==> src/rtl/smc_regs.svh <==
// register offsets, field positions, reset values and timing constants (kHz clock, times in ms) of the settings menu
`ifndef SMC_REGS_SVH
`define SMC_REGS_SVH

// ==========================================
// register byte offsets, and upper address nibbles of the zero and span trim blocks
`define SMC_CTRL 8'h00
`define SMC_STATUS 8'h04
`define SMC_HI_LIMIT 8'h08
`define SMC_LO_LIMIT 8'h0c
`define SMC_SLAVE_ADDR 8'h10
`define SMC_BAUD_SAVED 8'h14
`define SMC_BAUD_ACTIVE 8'h18
`define SMC_PARITY 8'h1c
`define SMC_ZERO_BASE 4'h2
`define SMC_SPAN_BASE 4'h3

// ==========================================
// control fields
`define SMC_CTRL_SERIAL 0
`define SMC_CTRL_OUTS_LO 1
`define SMC_CTRL_RESTART 3

// ==========================================
// value bounds, range limits in degrees times ten
`define SMC_HI_MAX 16'h0708
`define SMC_LO_MIN 16'h0000
`define SMC_ADDR_MIN 16'h0001
`define SMC_ADDR_MAX 16'h0063
`define SMC_BAUD_MIN 16'h0001
`define SMC_BAUD_MAX 16'h0007
`define SMC_PAR_MIN 16'h0001
`define SMC_PAR_MAX 16'h0003
`define SMC_TRIM_MAX 16'h0028

// ==========================================
// reset values
`define SMC_HI_RST 16'h0708
`define SMC_LO_RST 16'h0000
`define SMC_ADDR_RST 7'h01
`define SMC_BAUD_RST 3'h3
`define SMC_PAR_RST 2'h3
`define SMC_TRIM_RST 6'h14

// ==========================================
// timing
`define SMC_CLK_KHZ 40000
`define SMC_TIMEOUT_MS 10000
`define SMC_BLINK_MS 500

`endif

==> src/rtl/smc_pkg.sv <==
// types of the settings menu controller
package smc_pkg;

    typedef enum logic [1:0] {
        ST_DISPLAY,
        ST_SELECT,
        ST_INPUT,
        ST_OUTPUT
    } smc_state_e;

    typedef enum logic [1:0] {
        DRV_NORMAL,
        DRV_ZERO,
        DRV_SPAN
    } smc_drive_e;

    typedef struct packed {
        logic set_k;
        logic inc;
        logic dec;
        logic escape_key;
    } smc_keys_s;

    typedef struct packed {
        logic meta;
        logic sync;
        logic prev;
        logic press;
    } smc_sync_s;

    typedef logic [3:0][5:0] smc_trim_t;

    typedef struct packed {
        smc_state_e state;
        logic menu;
        logic [2:0] param;
        logic [15:0] edit;
        logic [28:0] idle;
        logic [24:0] blink_cnt;
        logic show;
        logic [15:0] hi;
        logic [15:0] lo;
        logic [6:0] addr;
        logic [2:0] baud_saved;
        logic [2:0] baud_act;
        logic [1:0] parity;
        logic serial_en;
        logic [1:0] out_cnt;
        smc_trim_t zero;
        smc_trim_t span;
        smc_trim_t zero_drv;
        smc_trim_t span_drv;
        smc_drive_e drive;
        logic [1:0] drive_chan;
        logic [15:0] disp_value;
        logic [3:0] disp_param;
        logic [15:0] rdata;
    } smc_top_s;

endpackage : smc_pkg

==> src/rtl/smc_key_sync.sv <==
// key pin synchroniser with press pulse
`timescale 1ns/1ps
module smc_key_sync
    import smc_pkg::*;
(
    input wire logic clk_in,
    input wire logic rst_in,
    input wire logic pin_in,
    output logic press_out
);

    smc_sync_s r_reg;
    smc_sync_s r_next;

    always_comb begin
        r_next = r_reg;
        r_next.meta = pin_in;
        r_next.sync = r_reg.meta;
        r_next.prev = r_reg.sync;
        r_next.press = r_reg.sync & ~r_reg.prev;
    end

    always_ff @(posedge clk_in) begin
        if (rst_in) begin
            r_reg <= '0;
        end else begin
            r_reg <= r_next;
        end
    end

    assign press_out = r_reg.press;

endmodule : smc_key_sync

==> src/rtl/smc_menu.sv <==
// front-panel settings menu controller with register port
//
// Implementation choices: the strobed register port and the placing of the registers.
`timescale 1ns/1ps
`include "smc_regs.svh"
module smc_menu
    import smc_pkg::*;
#(
    parameter int unsigned TIMEOUT_CYC = `SMC_TIMEOUT_MS * `SMC_CLK_KHZ,
    parameter int unsigned BLINK_CYC = `SMC_BLINK_MS * `SMC_CLK_KHZ
) (
    input wire logic clk_in,
    input wire logic rst_in,
    input wire logic set_key_in,
    input wire logic increment_key_in,
    input wire logic decrement_key_in,
    input wire logic escape_key_in,
    input wire logic [7:0] addr_in,
    input wire logic [15:0] wdata_in,
    input wire logic wr_in,
    input wire logic rd_in,
    output logic [15:0] rdata_out,
    output logic [1:0] state_out,
    output logic [3:0] disp_param_out,
    output logic [15:0] disp_value_out,
    output logic show_out,
    output logic [15:0] range_hi_out,
    output logic [15:0] range_lo_out,
    output logic [6:0] slave_addr_out,
    output logic [2:0] baud_code_out,
    output logic [1:0] parity_out,
    output logic [1:0] drive_mode_out,
    output logic [1:0] drive_chan_out,
    output logic [23:0] zero_trim_out,
    output logic [23:0] span_trim_out
);

    localparam logic [28:0] IDLE_LAST = 29'(TIMEOUT_CYC - 1);
    localparam logic [24:0] BLINK_LAST = 25'(BLINK_CYC - 1);

    smc_top_s r_reg;
    smc_top_s r_next;
    smc_keys_s kp;
    logic any_key;

    // ==========================================
    // key inputs
    smc_key_sync u_set (
        .clk_in(clk_in),
        .rst_in(rst_in),
        .pin_in(set_key_in),
        .press_out(kp.set_k)
    );
    smc_key_sync u_inc (
        .clk_in(clk_in),
        .rst_in(rst_in),
        .pin_in(increment_key_in),
        .press_out(kp.inc)
    );
    smc_key_sync u_dec (
        .clk_in(clk_in),
        .rst_in(rst_in),
        .pin_in(decrement_key_in),
        .press_out(kp.dec)
    );
    smc_key_sync u_esc (
        .clk_in(clk_in),
        .rst_in(rst_in),
        .pin_in(escape_key_in),
        .press_out(kp.escape_key)
    );

    assign any_key = kp.set_k | kp.inc | kp.dec | kp.escape_key;

    // ==========================================
    // stored value of the selected parameter
    function automatic logic [15:0] load_val(input smc_top_s s);
        logic [15:0] v;
        v = '0;
        if (s.menu) begin
            v = {10'h000, s.param[0] ? s.span[s.param[2:1]] : s.zero[s.param[2:1]]};
        end else begin
            unique case (s.param)
                3'd0: v = s.hi;
                3'd1: v = s.lo;
                3'd2: v = {9'h000, s.addr};
                3'd3: v = {13'h0000, s.baud_saved};
                default: v = {14'h0000, s.parity};
            endcase
        end
        return v;
    endfunction : load_val

    // ==========================================
    // next state
    always_comb begin
        logic [15:0] lo_b;
        logic [15:0] hi_b;
        logic [2:0] nxt;
        r_next = r_reg;
        lo_b = '0;
        hi_b = `SMC_TRIM_MAX;
        nxt = r_reg.param + 3'd1;
        r_next.rdata = '0;
        r_next.idle = (r_reg.state == ST_DISPLAY || any_key) ? '0 : r_reg.idle + 29'd1;

        if (!r_reg.menu) begin
            unique case (r_reg.param)
                3'd0: begin
                    lo_b = r_reg.lo;
                    hi_b = `SMC_HI_MAX;
                end
                3'd1: begin
                    lo_b = `SMC_LO_MIN;
                    hi_b = r_reg.hi;
                end
                3'd2: begin
                    lo_b = `SMC_ADDR_MIN;
                    hi_b = `SMC_ADDR_MAX;
                end
                3'd3: begin
                    lo_b = `SMC_BAUD_MIN;
                    hi_b = `SMC_BAUD_MAX;
                end
                default: begin
                    lo_b = `SMC_PAR_MIN;
                    hi_b = `SMC_PAR_MAX;
                end
            endcase
        end

        unique case (r_reg.state)
            ST_DISPLAY: begin
                if (kp.set_k) begin
                    r_next.state = ST_SELECT;
                    r_next.menu = 1'b0;
                end
            end
            ST_SELECT: begin
                if (kp.escape_key) begin
                    r_next.state = ST_DISPLAY;
                end else if (kp.set_k) begin
                    r_next.param = '0;
                    r_next.state = r_reg.menu ? ST_OUTPUT : ST_INPUT;
                    r_next.edit = load_val(r_next);
                end else if (kp.inc && r_reg.out_cnt != 2'd0) begin
                    r_next.menu = 1'b1;
                end else if (kp.dec) begin
                    r_next.menu = 1'b0;
                end
            end
            ST_INPUT, ST_OUTPUT: begin
                if (kp.escape_key) begin
                    r_next.state = ST_SELECT;
                end else if (kp.set_k) begin
                    if (r_reg.menu) begin
                        if (r_reg.param[0]) begin
                            r_next.span[r_reg.param[2:1]] = r_reg.edit[5:0];
                        end else begin
                            r_next.zero[r_reg.param[2:1]] = r_reg.edit[5:0];
                        end
                        // two outputs wrap after four trims, four outputs by overflow
                        if (r_reg.out_cnt == 2'd1 && nxt == 3'd4) begin
                            nxt = '0;
                        end
                    end else begin
                        unique case (r_reg.param)
                            3'd0: r_next.hi = (r_reg.edit < lo_b) ? lo_b : r_reg.edit;
                            3'd1: r_next.lo = (r_reg.edit > hi_b) ? hi_b : r_reg.edit;
                            3'd2: r_next.addr = r_reg.edit[6:0];
                            3'd3: r_next.baud_saved = r_reg.edit[2:0];
                            default: r_next.parity = r_reg.edit[1:0];
                        endcase
                        if (nxt == 3'd5 || (nxt == 3'd2 && !r_reg.serial_en)) begin
                            nxt = '0;
                        end
                    end
                    r_next.param = nxt;
                    r_next.edit = load_val(r_next);
                end else if (kp.inc) begin
                    if (r_reg.edit < hi_b) begin
                        r_next.edit = r_reg.edit + 16'd1;
                    end
                end else if (kp.dec) begin
                    if (r_reg.edit > lo_b) begin
                        r_next.edit = r_reg.edit - 16'd1;
                    end
                end
            end
        endcase

        if (r_reg.state != ST_DISPLAY && !any_key && r_reg.idle == IDLE_LAST) begin
            r_next.state = ST_DISPLAY;
        end

        // register writes
        if (wr_in) begin
            unique case (addr_in)
                `SMC_CTRL: begin
                    r_next.serial_en = wdata_in[`SMC_CTRL_SERIAL];
                    r_next.out_cnt = wdata_in[`SMC_CTRL_OUTS_LO +: 2] == 2'd3 ? 2'd2
                        : wdata_in[`SMC_CTRL_OUTS_LO +: 2];
                    if (wdata_in[`SMC_CTRL_RESTART]) begin
                        r_next.baud_act = r_reg.baud_saved;
                    end
                end
                `SMC_HI_LIMIT: begin
                    if (wdata_in >= r_next.lo && wdata_in <= `SMC_HI_MAX) begin
                        r_next.hi = wdata_in;
                    end
                end
                `SMC_LO_LIMIT: begin
                    if (wdata_in <= r_next.hi) begin
                        r_next.lo = wdata_in;
                    end
                end
                `SMC_SLAVE_ADDR: begin
                    if (wdata_in >= `SMC_ADDR_MIN && wdata_in <= `SMC_ADDR_MAX) begin
                        r_next.addr = wdata_in[6:0];
                    end
                end
                `SMC_BAUD_SAVED: begin
                    if (wdata_in >= `SMC_BAUD_MIN && wdata_in <= `SMC_BAUD_MAX) begin
                        r_next.baud_saved = wdata_in[2:0];
                    end
                end
                `SMC_PARITY: begin
                    if (wdata_in >= `SMC_PAR_MIN && wdata_in <= `SMC_PAR_MAX) begin
                        r_next.parity = wdata_in[1:0];
                    end
                end
                default: begin
                    if (wdata_in <= `SMC_TRIM_MAX && addr_in[1:0] == 2'b00) begin
                        if (addr_in[7:4] == `SMC_ZERO_BASE) begin
                            r_next.zero[addr_in[3:2]] = wdata_in[5:0];
                        end else if (addr_in[7:4] == `SMC_SPAN_BASE) begin
                            r_next.span[addr_in[3:2]] = wdata_in[5:0];
                        end
                    end
                end
            endcase
        end

        // register reads, answer in the next cycle only
        if (rd_in) begin
            unique case (addr_in)
                `SMC_CTRL: r_next.rdata = {13'h0000, r_reg.out_cnt, r_reg.serial_en};
                `SMC_STATUS: r_next.rdata = {10'h000, r_reg.param, r_reg.menu, r_reg.state};
                `SMC_HI_LIMIT: r_next.rdata = r_reg.hi;
                `SMC_LO_LIMIT: r_next.rdata = r_reg.lo;
                `SMC_SLAVE_ADDR: r_next.rdata = {9'h000, r_reg.addr};
                `SMC_BAUD_SAVED: r_next.rdata = {13'h0000, r_reg.baud_saved};
                `SMC_BAUD_ACTIVE: r_next.rdata = {13'h0000, r_reg.baud_act};
                `SMC_PARITY: r_next.rdata = {14'h0000, r_reg.parity};
                default: begin
                    if (addr_in[1:0] == 2'b00 && addr_in[7:4] == `SMC_ZERO_BASE) begin
                        r_next.rdata = {10'h000, r_reg.zero[addr_in[3:2]]};
                    end else if (addr_in[1:0] == 2'b00 && addr_in[7:4] == `SMC_SPAN_BASE) begin
                        r_next.rdata = {10'h000, r_reg.span[addr_in[3:2]]};
                    end
                end
            endcase
        end

        // blink of label and value share one phase
        if (r_next.state == ST_INPUT || r_next.state == ST_OUTPUT) begin
            if (r_reg.blink_cnt == BLINK_LAST) begin
                r_next.blink_cnt = '0;
                r_next.show = ~r_reg.show;
            end else begin
                r_next.blink_cnt = r_reg.blink_cnt + 25'd1;
            end
        end else begin
            r_next.blink_cnt = '0;
            r_next.show = 1'b1;
        end

        // output drive follows the trim under edit
        r_next.zero_drv = r_next.zero;
        r_next.span_drv = r_next.span;
        r_next.drive = DRV_NORMAL;
        r_next.drive_chan = r_next.param[2:1];
        if (r_next.state == ST_OUTPUT) begin
            if (r_next.param[0]) begin
                r_next.drive = DRV_SPAN;
                r_next.span_drv[r_next.param[2:1]] = r_next.edit[5:0];
            end else begin
                r_next.drive = DRV_ZERO;
                r_next.zero_drv[r_next.param[2:1]] = r_next.edit[5:0];
            end
        end
        r_next.disp_param = {r_next.menu, r_next.param};
        unique case (r_next.state)
            ST_DISPLAY: r_next.disp_value = '0;
            ST_SELECT: r_next.disp_value = {15'h0000, r_next.menu};
            default: r_next.disp_value = r_next.edit;
        endcase
    end

    always_ff @(posedge clk_in) begin
        if (rst_in) begin
            r_reg <= '0;
            r_reg.state <= ST_DISPLAY;
            r_reg.show <= 1'b1;
            r_reg.hi <= `SMC_HI_RST;
            r_reg.lo <= `SMC_LO_RST;
            r_reg.addr <= `SMC_ADDR_RST;
            r_reg.baud_saved <= `SMC_BAUD_RST;
            r_reg.baud_act <= `SMC_BAUD_RST;
            r_reg.parity <= `SMC_PAR_RST;
            r_reg.zero <= {4{`SMC_TRIM_RST}};
            r_reg.span <= {4{`SMC_TRIM_RST}};
            r_reg.zero_drv <= {4{`SMC_TRIM_RST}};
            r_reg.span_drv <= {4{`SMC_TRIM_RST}};
            r_reg.drive <= DRV_NORMAL;
        end else begin
            r_reg <= r_next;
        end
    end

    // ==========================================
    // outputs
    assign rdata_out = r_reg.rdata;
    assign state_out = r_reg.state;
    assign disp_param_out = r_reg.disp_param;
    assign disp_value_out = r_reg.disp_value;
    assign show_out = r_reg.show;
    assign range_hi_out = r_reg.hi;
    assign range_lo_out = r_reg.lo;
    assign slave_addr_out = r_reg.addr;
    assign baud_code_out = r_reg.baud_act;
    assign parity_out = r_reg.parity;
    assign drive_mode_out = r_reg.drive;
    assign drive_chan_out = r_reg.drive_chan;
    assign zero_trim_out = r_reg.zero_drv;
    assign span_trim_out = r_reg.span_drv;
endmodule : smc_menu

==> config.mk <==
export PLATFORM = sky130hd
export DESIGN_NAME = smc_menu
export DESIGN_NICKNAME = d
export VERILOG_FILES = /design/src/rtl/smc_pkg.sv /design/src/rtl/smc_key_sync.sv /design/src/rtl/smc_menu.sv
export VERILOG_INCLUDE_DIRS = /design/src /design/src/rtl
export SDC_FILE = /design/constraint.sdc
export NUM_CORES = 1
export LEC_CHECK = 0
export BUFFER_PORTS_ARGS = -buffer_cell sky130_fd_sc_hd__buf_4
export CAP_MARGIN = 25
export CORE_AREA = 2 2 147 256
export DETAILED_ROUTE_END_ITERATION = 7
export DIE_AREA = 0 0 149 258
export PLACE_DENSITY = 0.67
export SYNTH_ARGS = -nofsm -noshare
export SYNTH_HDL_FRONTEND = slang
export SYNTH_SLANG_ARGS = --single-unit
==> constraint.sdc <==
create_clock -name clk_in -period 15.6 [get_ports clk_in]
set_input_delay 2.34 -clock clk_in [delete_from_list [all_inputs] [get_ports clk_in]]
set_output_delay 2.34 -clock clk_in [all_outputs]
set_load 0.02 [all_outputs]
==> implementation parameters <==
Parameter                              Value

Worst setup path
  Biggest fanout along the worst timing path ... 30
  Signal arrival time at the worst endpoint ... 6.99 ns
  Startpoint-to-endpoint class of the critical path ... register to register
  Worst-path cell with the longest stage delay ... sky130_fd_sc_hd__dfxtp_1
  Worst endpoint required time ... 16.10 ns
  Kind of start point of the critical path ... register
  Number of buffer and inverter instances along the worst setup path ... 2
  Crit-path max cell delay ... 0.78 ns
  Nature of the critical path endpoint ... register
  Cell family with most CP delay ... compound AO/OA/AOI/OAI gates
  Cell-by-cell listing of the critical path ... inv_1 > ha_1 > nor3b_2 > buf_4 > nand2_1 > ha_1 > a21oi_1 > o21a_1 > a2bb2oi_1 > a31oi_1 > a2111o_1 > o21ai_0 > ha_1 > a21o_1 > a21o_1 > a21o_1 > a211oi_1 > o21ai_0 > a21oi_1 > o211a_1 > mux2_2 > nor2_1

Cells and area
  Layout Nets ... 2240
  Layout filler cell count ... 3546
  Growth of design area from synthesis to finish ... 8.87%
  Share of cells above drive strength 1 ... 16.4%
  Antenna diode instance count ... 0
  Core occupancy in the finished layout ... 52.5%
  Max reg flops ... approximately 130

Logic synthesis
  Net count after synthesis ... 2269
  Average size of a mapped cell ... 8.14 sq um
  Flop and latch count out of synthesis ... 273
  Number of flops mapped to enable cells by yosys ... 0
  Number of distinct library cell variants in the gate-level netlist after synthesis ... approximately 110
  Synthesized netlist cell count ... 2163
  Most frequently used flop master after synthesis ... sky130_fd_sc_hd__dfxtp_1
  Part of the Yosys area used for sequential elements ... 31.0%
  Synth async-reset ratio ... 0%
  Post-Synthesis Cell Area ... 17600 sq um
  Number of warning messages in the yosys log ... 0

Global routing
  First-pass GRT wire length ... 101 mm
  Initial antenna violation count ... 0
  Pin count of the biggest net entering global routing ... around 130
  Total routing resource utilization after global routing ... a little over a third
  Via count of the first global-routing pass ... 16500
  GRT Residual Overflow ... 0

Pwr
  Leakage power figure ... between 7 and 8 nW
  Share of total power in sequential cells ... 48.1%
  Power per unit of standard cell area ... between 70 and 80 nW/um^2
  Share of total power in combinational logic ... 4.8%
  Sw Ratio ... 23.1%
  Clock Power Share ... 47.1%
  Total internal power ... 0.00112 W
  NetSw ... 0.000337 W
  IR drop worst, VDD ... around 0.073 mV

Timing
  Post-route minimum period ... about 6.5 ns
  Clock tree skew after final layout ... 0.0187 ns
  Number of hold violations in the final report ... 0
  Final setup viols ... 0
  Portion of the clock cycle consumed by the worst path in the final layout ... 41.6%
  Upper clock frequency limit ... 154 MHz
  Worst rel slew slack ... 35.6%
  Slew Limit Fails ... 0
  PnR worst setup slack ... 9.11 ns
  Setup TNS after final layout ... 0 ns
  RSZ-0062 raised after global routing ... false
  Transition at the pin with the smallest max-transition slack ... 0.966 ns

Clock network
  Clock insertion delay at the later pin of the skew report ... 0.58 ns
  Post CTS Setup Buffer Count ... 0
  Largest buffer count on any clock path ... 3
  Maximum level of the CTS H-tree ... 1
  Number of cells upsized or downsized after cts ... 0
  Clock transition at path regs ... 0.07 ns
  Number of CTS-inserted buffers ... 26
  Root Driver ... sky130_fd_sc_hd__clkbuf_16
  CTS tree ... yes
  Number of hold buffers added after CTS ... 0
  Number of clock sinks ... 273

Placed design
  Placed wire-length estimate after detailed placement ... between 50 and 60 mm
  Worst-case setup slack after placement ... 9.24 ns
  Count of input and output buffers ... between 150 and 200
  Placer's final routability congestion estimate ... 1.01

Flow run
  Maximum capacitance violations ... 0

Floorplanning
  Core area ... 36500 sq um
  Die extent in x ... between 100 and 150 microns
  Die outline area ... 38400 sq um
  Starting utilization of the core area ... 48.2%
  Boundary Pins ... 167
  Y dimension of the die ... 258 microns
  Row cnt ... 93

Route
  Total wirelength of the detailed-routed design ... 68.5 mm
  Antenna Violating Nets Remaining ... 0
  WL per Instance ... 26.1 microns
  Via total after detailed routing ... 16600
  DRC violations left ... 0
  Vias per inst ... 6.33
  Count of routing violations after the opening detailed-route iteration ... around 1200
  Drt pass-1 iters ... 5

Min path
  Worst hold path class ... register to register

Run status
  Outcome ... complete, no violations
==> worst reg2reg max path, cell delays in order, from the launching register on <==
cell and delay (ns):
sky130_fd_sc_hd__dfxtp_1 0.78, sky130_fd_sc_hd__inv_1 0.22, sky130_fd_sc_hd__ha_1 0.30, sky130_fd_sc_hd__nor3b_2 0.19, sky130_fd_sc_hd__buf_4 0.24, sky130_fd_sc_hd__nand2_1 0.10, sky130_fd_sc_hd__ha_1 0.26, sky130_fd_sc_hd__a21oi_1 0.16
sky130_fd_sc_hd__o21a_1 0.16, sky130_fd_sc_hd__a2bb2oi_1 0.56, sky130_fd_sc_hd__a31oi_1 0.30, sky130_fd_sc_hd__a2111o_1 0.48, sky130_fd_sc_hd__o21ai_0 0.14, sky130_fd_sc_hd__ha_1 0.30, sky130_fd_sc_hd__a21o_1 0.19, sky130_fd_sc_hd__a21o_1 0.18
sky130_fd_sc_hd__a21o_1 0.19, sky130_fd_sc_hd__a211oi_1 0.23, sky130_fd_sc_hd__o21ai_0 0.13, sky130_fd_sc_hd__a21oi_1 0.13, sky130_fd_sc_hd__o211a_1 0.69, sky130_fd_sc_hd__mux2_2 0.41, sky130_fd_sc_hd__nor2_1 0.08
==> cell usage in the layout, fill, tap and decap left out, drive strengths merged, types with 8 or more instances in the layout <==
master   synthesis  layout
mux2i          115     115
clkbuf          95      40
dfxtp          273     273
xor2            28      28
a21o             8       8
buf            169     207
o22ai           13      13
nor4            19      19
nor3            52      52
nand3           59      59
inv             38      39
o2111ai          8       8
o21ai          120     120
a221oi           9       9
a211oi          49      49
o21a            11      11
mux2            12      12
or2             26      26
ha              74      74
a22oi           22      22
o211ai          16      16
a211o           12      12
nand2b          39      39
and3            17      17
nor2           258     258
nand2          191     191
o31ai           16      16
nor3b            8       8
a21oi          136     136
and2            11      11
xnor2           27      27
a31oi           20      20
or3             20      20
nor2b           49      49
mux4            13      13
nand4           37      37
==> synth_stat cells (all sizes together), types with 9 or more instances <==
master    n  share of area [%]
or2      26               0.92
xor2     28                1.4
dfxtp   273                 31
o22ai    13               0.50
nor2b    49                1.8
nand3    59                1.7
buf     169                6.8
a211oi   49                2.2
o211ai   16               0.74
nand2   191                4.1
or3      20               0.71
mux4     13                1.7
nor2    258                5.5
a31oi    20               0.80
nor4     19               0.88
a211o    12               0.65
a221oi    9               0.52
o21a     11               0.47
mux2i   115                6.6
and3     17               0.60
a21oi   136                4.0
nand2b   39                1.4
nor3     52                1.7
xnor2    27                1.3
inv      38               0.81
o21ai   120                3.4
clkbuf   95                2.0
o31ai    16               0.80
and2     11               0.39
mux2     12               0.77
a22oi    22               0.94
ha       74                5.3
nand4    37                1.4
==> layer usage <==
metal	GRT usage, %	vias up	share of wire [%]
li1	-	7556	-
met1	34.5	7892	33
met2	61.6	819	50
met3	4.52	364	5.7
met4	32.5	0	11
met5	0	-	0
==> final cells by class <==
cell class	instances	area (sq um)	share of cell area, %
Inverter	38	143	0.744
Clock inverter	8	103	0.535
Sequential cell	273	5470	28.5
Tap cell	475	594	3.10
Timing Repair Buffer	207	1590	8.28
Multi-Input combinational cell	1588	10500	54.5
Clock buffer	40	825	4.30
==> power by group through the flow <==
| stage | logic, W | registers (W) | clock network [W] |
|---|---|---|---|
| after floorplan | 0.0000426 | 0.000715 | 0 |
| after global placement | 0.0000660 | 0.000717 | 0 |
| after detailed placement | 0.0000672 | 0.000717 | 0 |
| after CTS | 0.0000674 | 0.000701 | 0.000695 |
| after global routing | 0.0000736 | 0.000701 | 0.000722 |
| final | 0.0000693 | 0.000701 | 0.000687 |
==> worst paths after layout <==
check | start | endpoint | slack (ns) | cells past startpoint
worst min register to register | u_set.r_reg[1]$_SDFF_PP0_ | u_set.press_out$_SDFF_PP0_ | 0.38 | 1
worst max register to register | r_reg[258]$_SDFF_PP0_ | range_lo_out[6]$_SDFF_PP0_ | 9.11 | 22
worst min-delay path | u_set.r_reg[1]$_SDFF_PP0_ | u_set.press_out$_SDFF_PP0_ | 0.38 | 1
worst max-delay path | r_reg[258]$_SDFF_PP0_ | range_lo_out[6]$_SDFF_PP0_ | 9.11 | 22
==> kinds of logic (layout without fill, tap and decap cells) <==
logic type / after synthesis / in the layout / synth area share [%]
compound gates: 502 / 502 / 19.4
mux: 140 / 140 / 8.99
flops: 273 / 273 / 31.0
fa+ha+maj: 74 / 74 / 5.26
simple gates: 817 / 817 / 22.9
buf+inv: 302 / 293 / 9.66
xor+xnor: 55 / 55 / 2.74
==> stage by stage <==
step | std cells | total power (W) | area, sq um | hold WS, ns
after floorplan | 2163 | 0.000758 | 17600 | 0.367
after global placement | 2580 | 0.000783 | 18200 | 0.376
after detailed placement | 2580 | 0.000784 | 18200 | 0.381
after CTS | 2628 | 0.00146 | 19100 | 0.390
after global routing | 2629 | 0.00150 | 19200 | 0.399
final | 2629 | 0.00146 | 19200 | 0.384
Power figures use the tool's default switching activity.
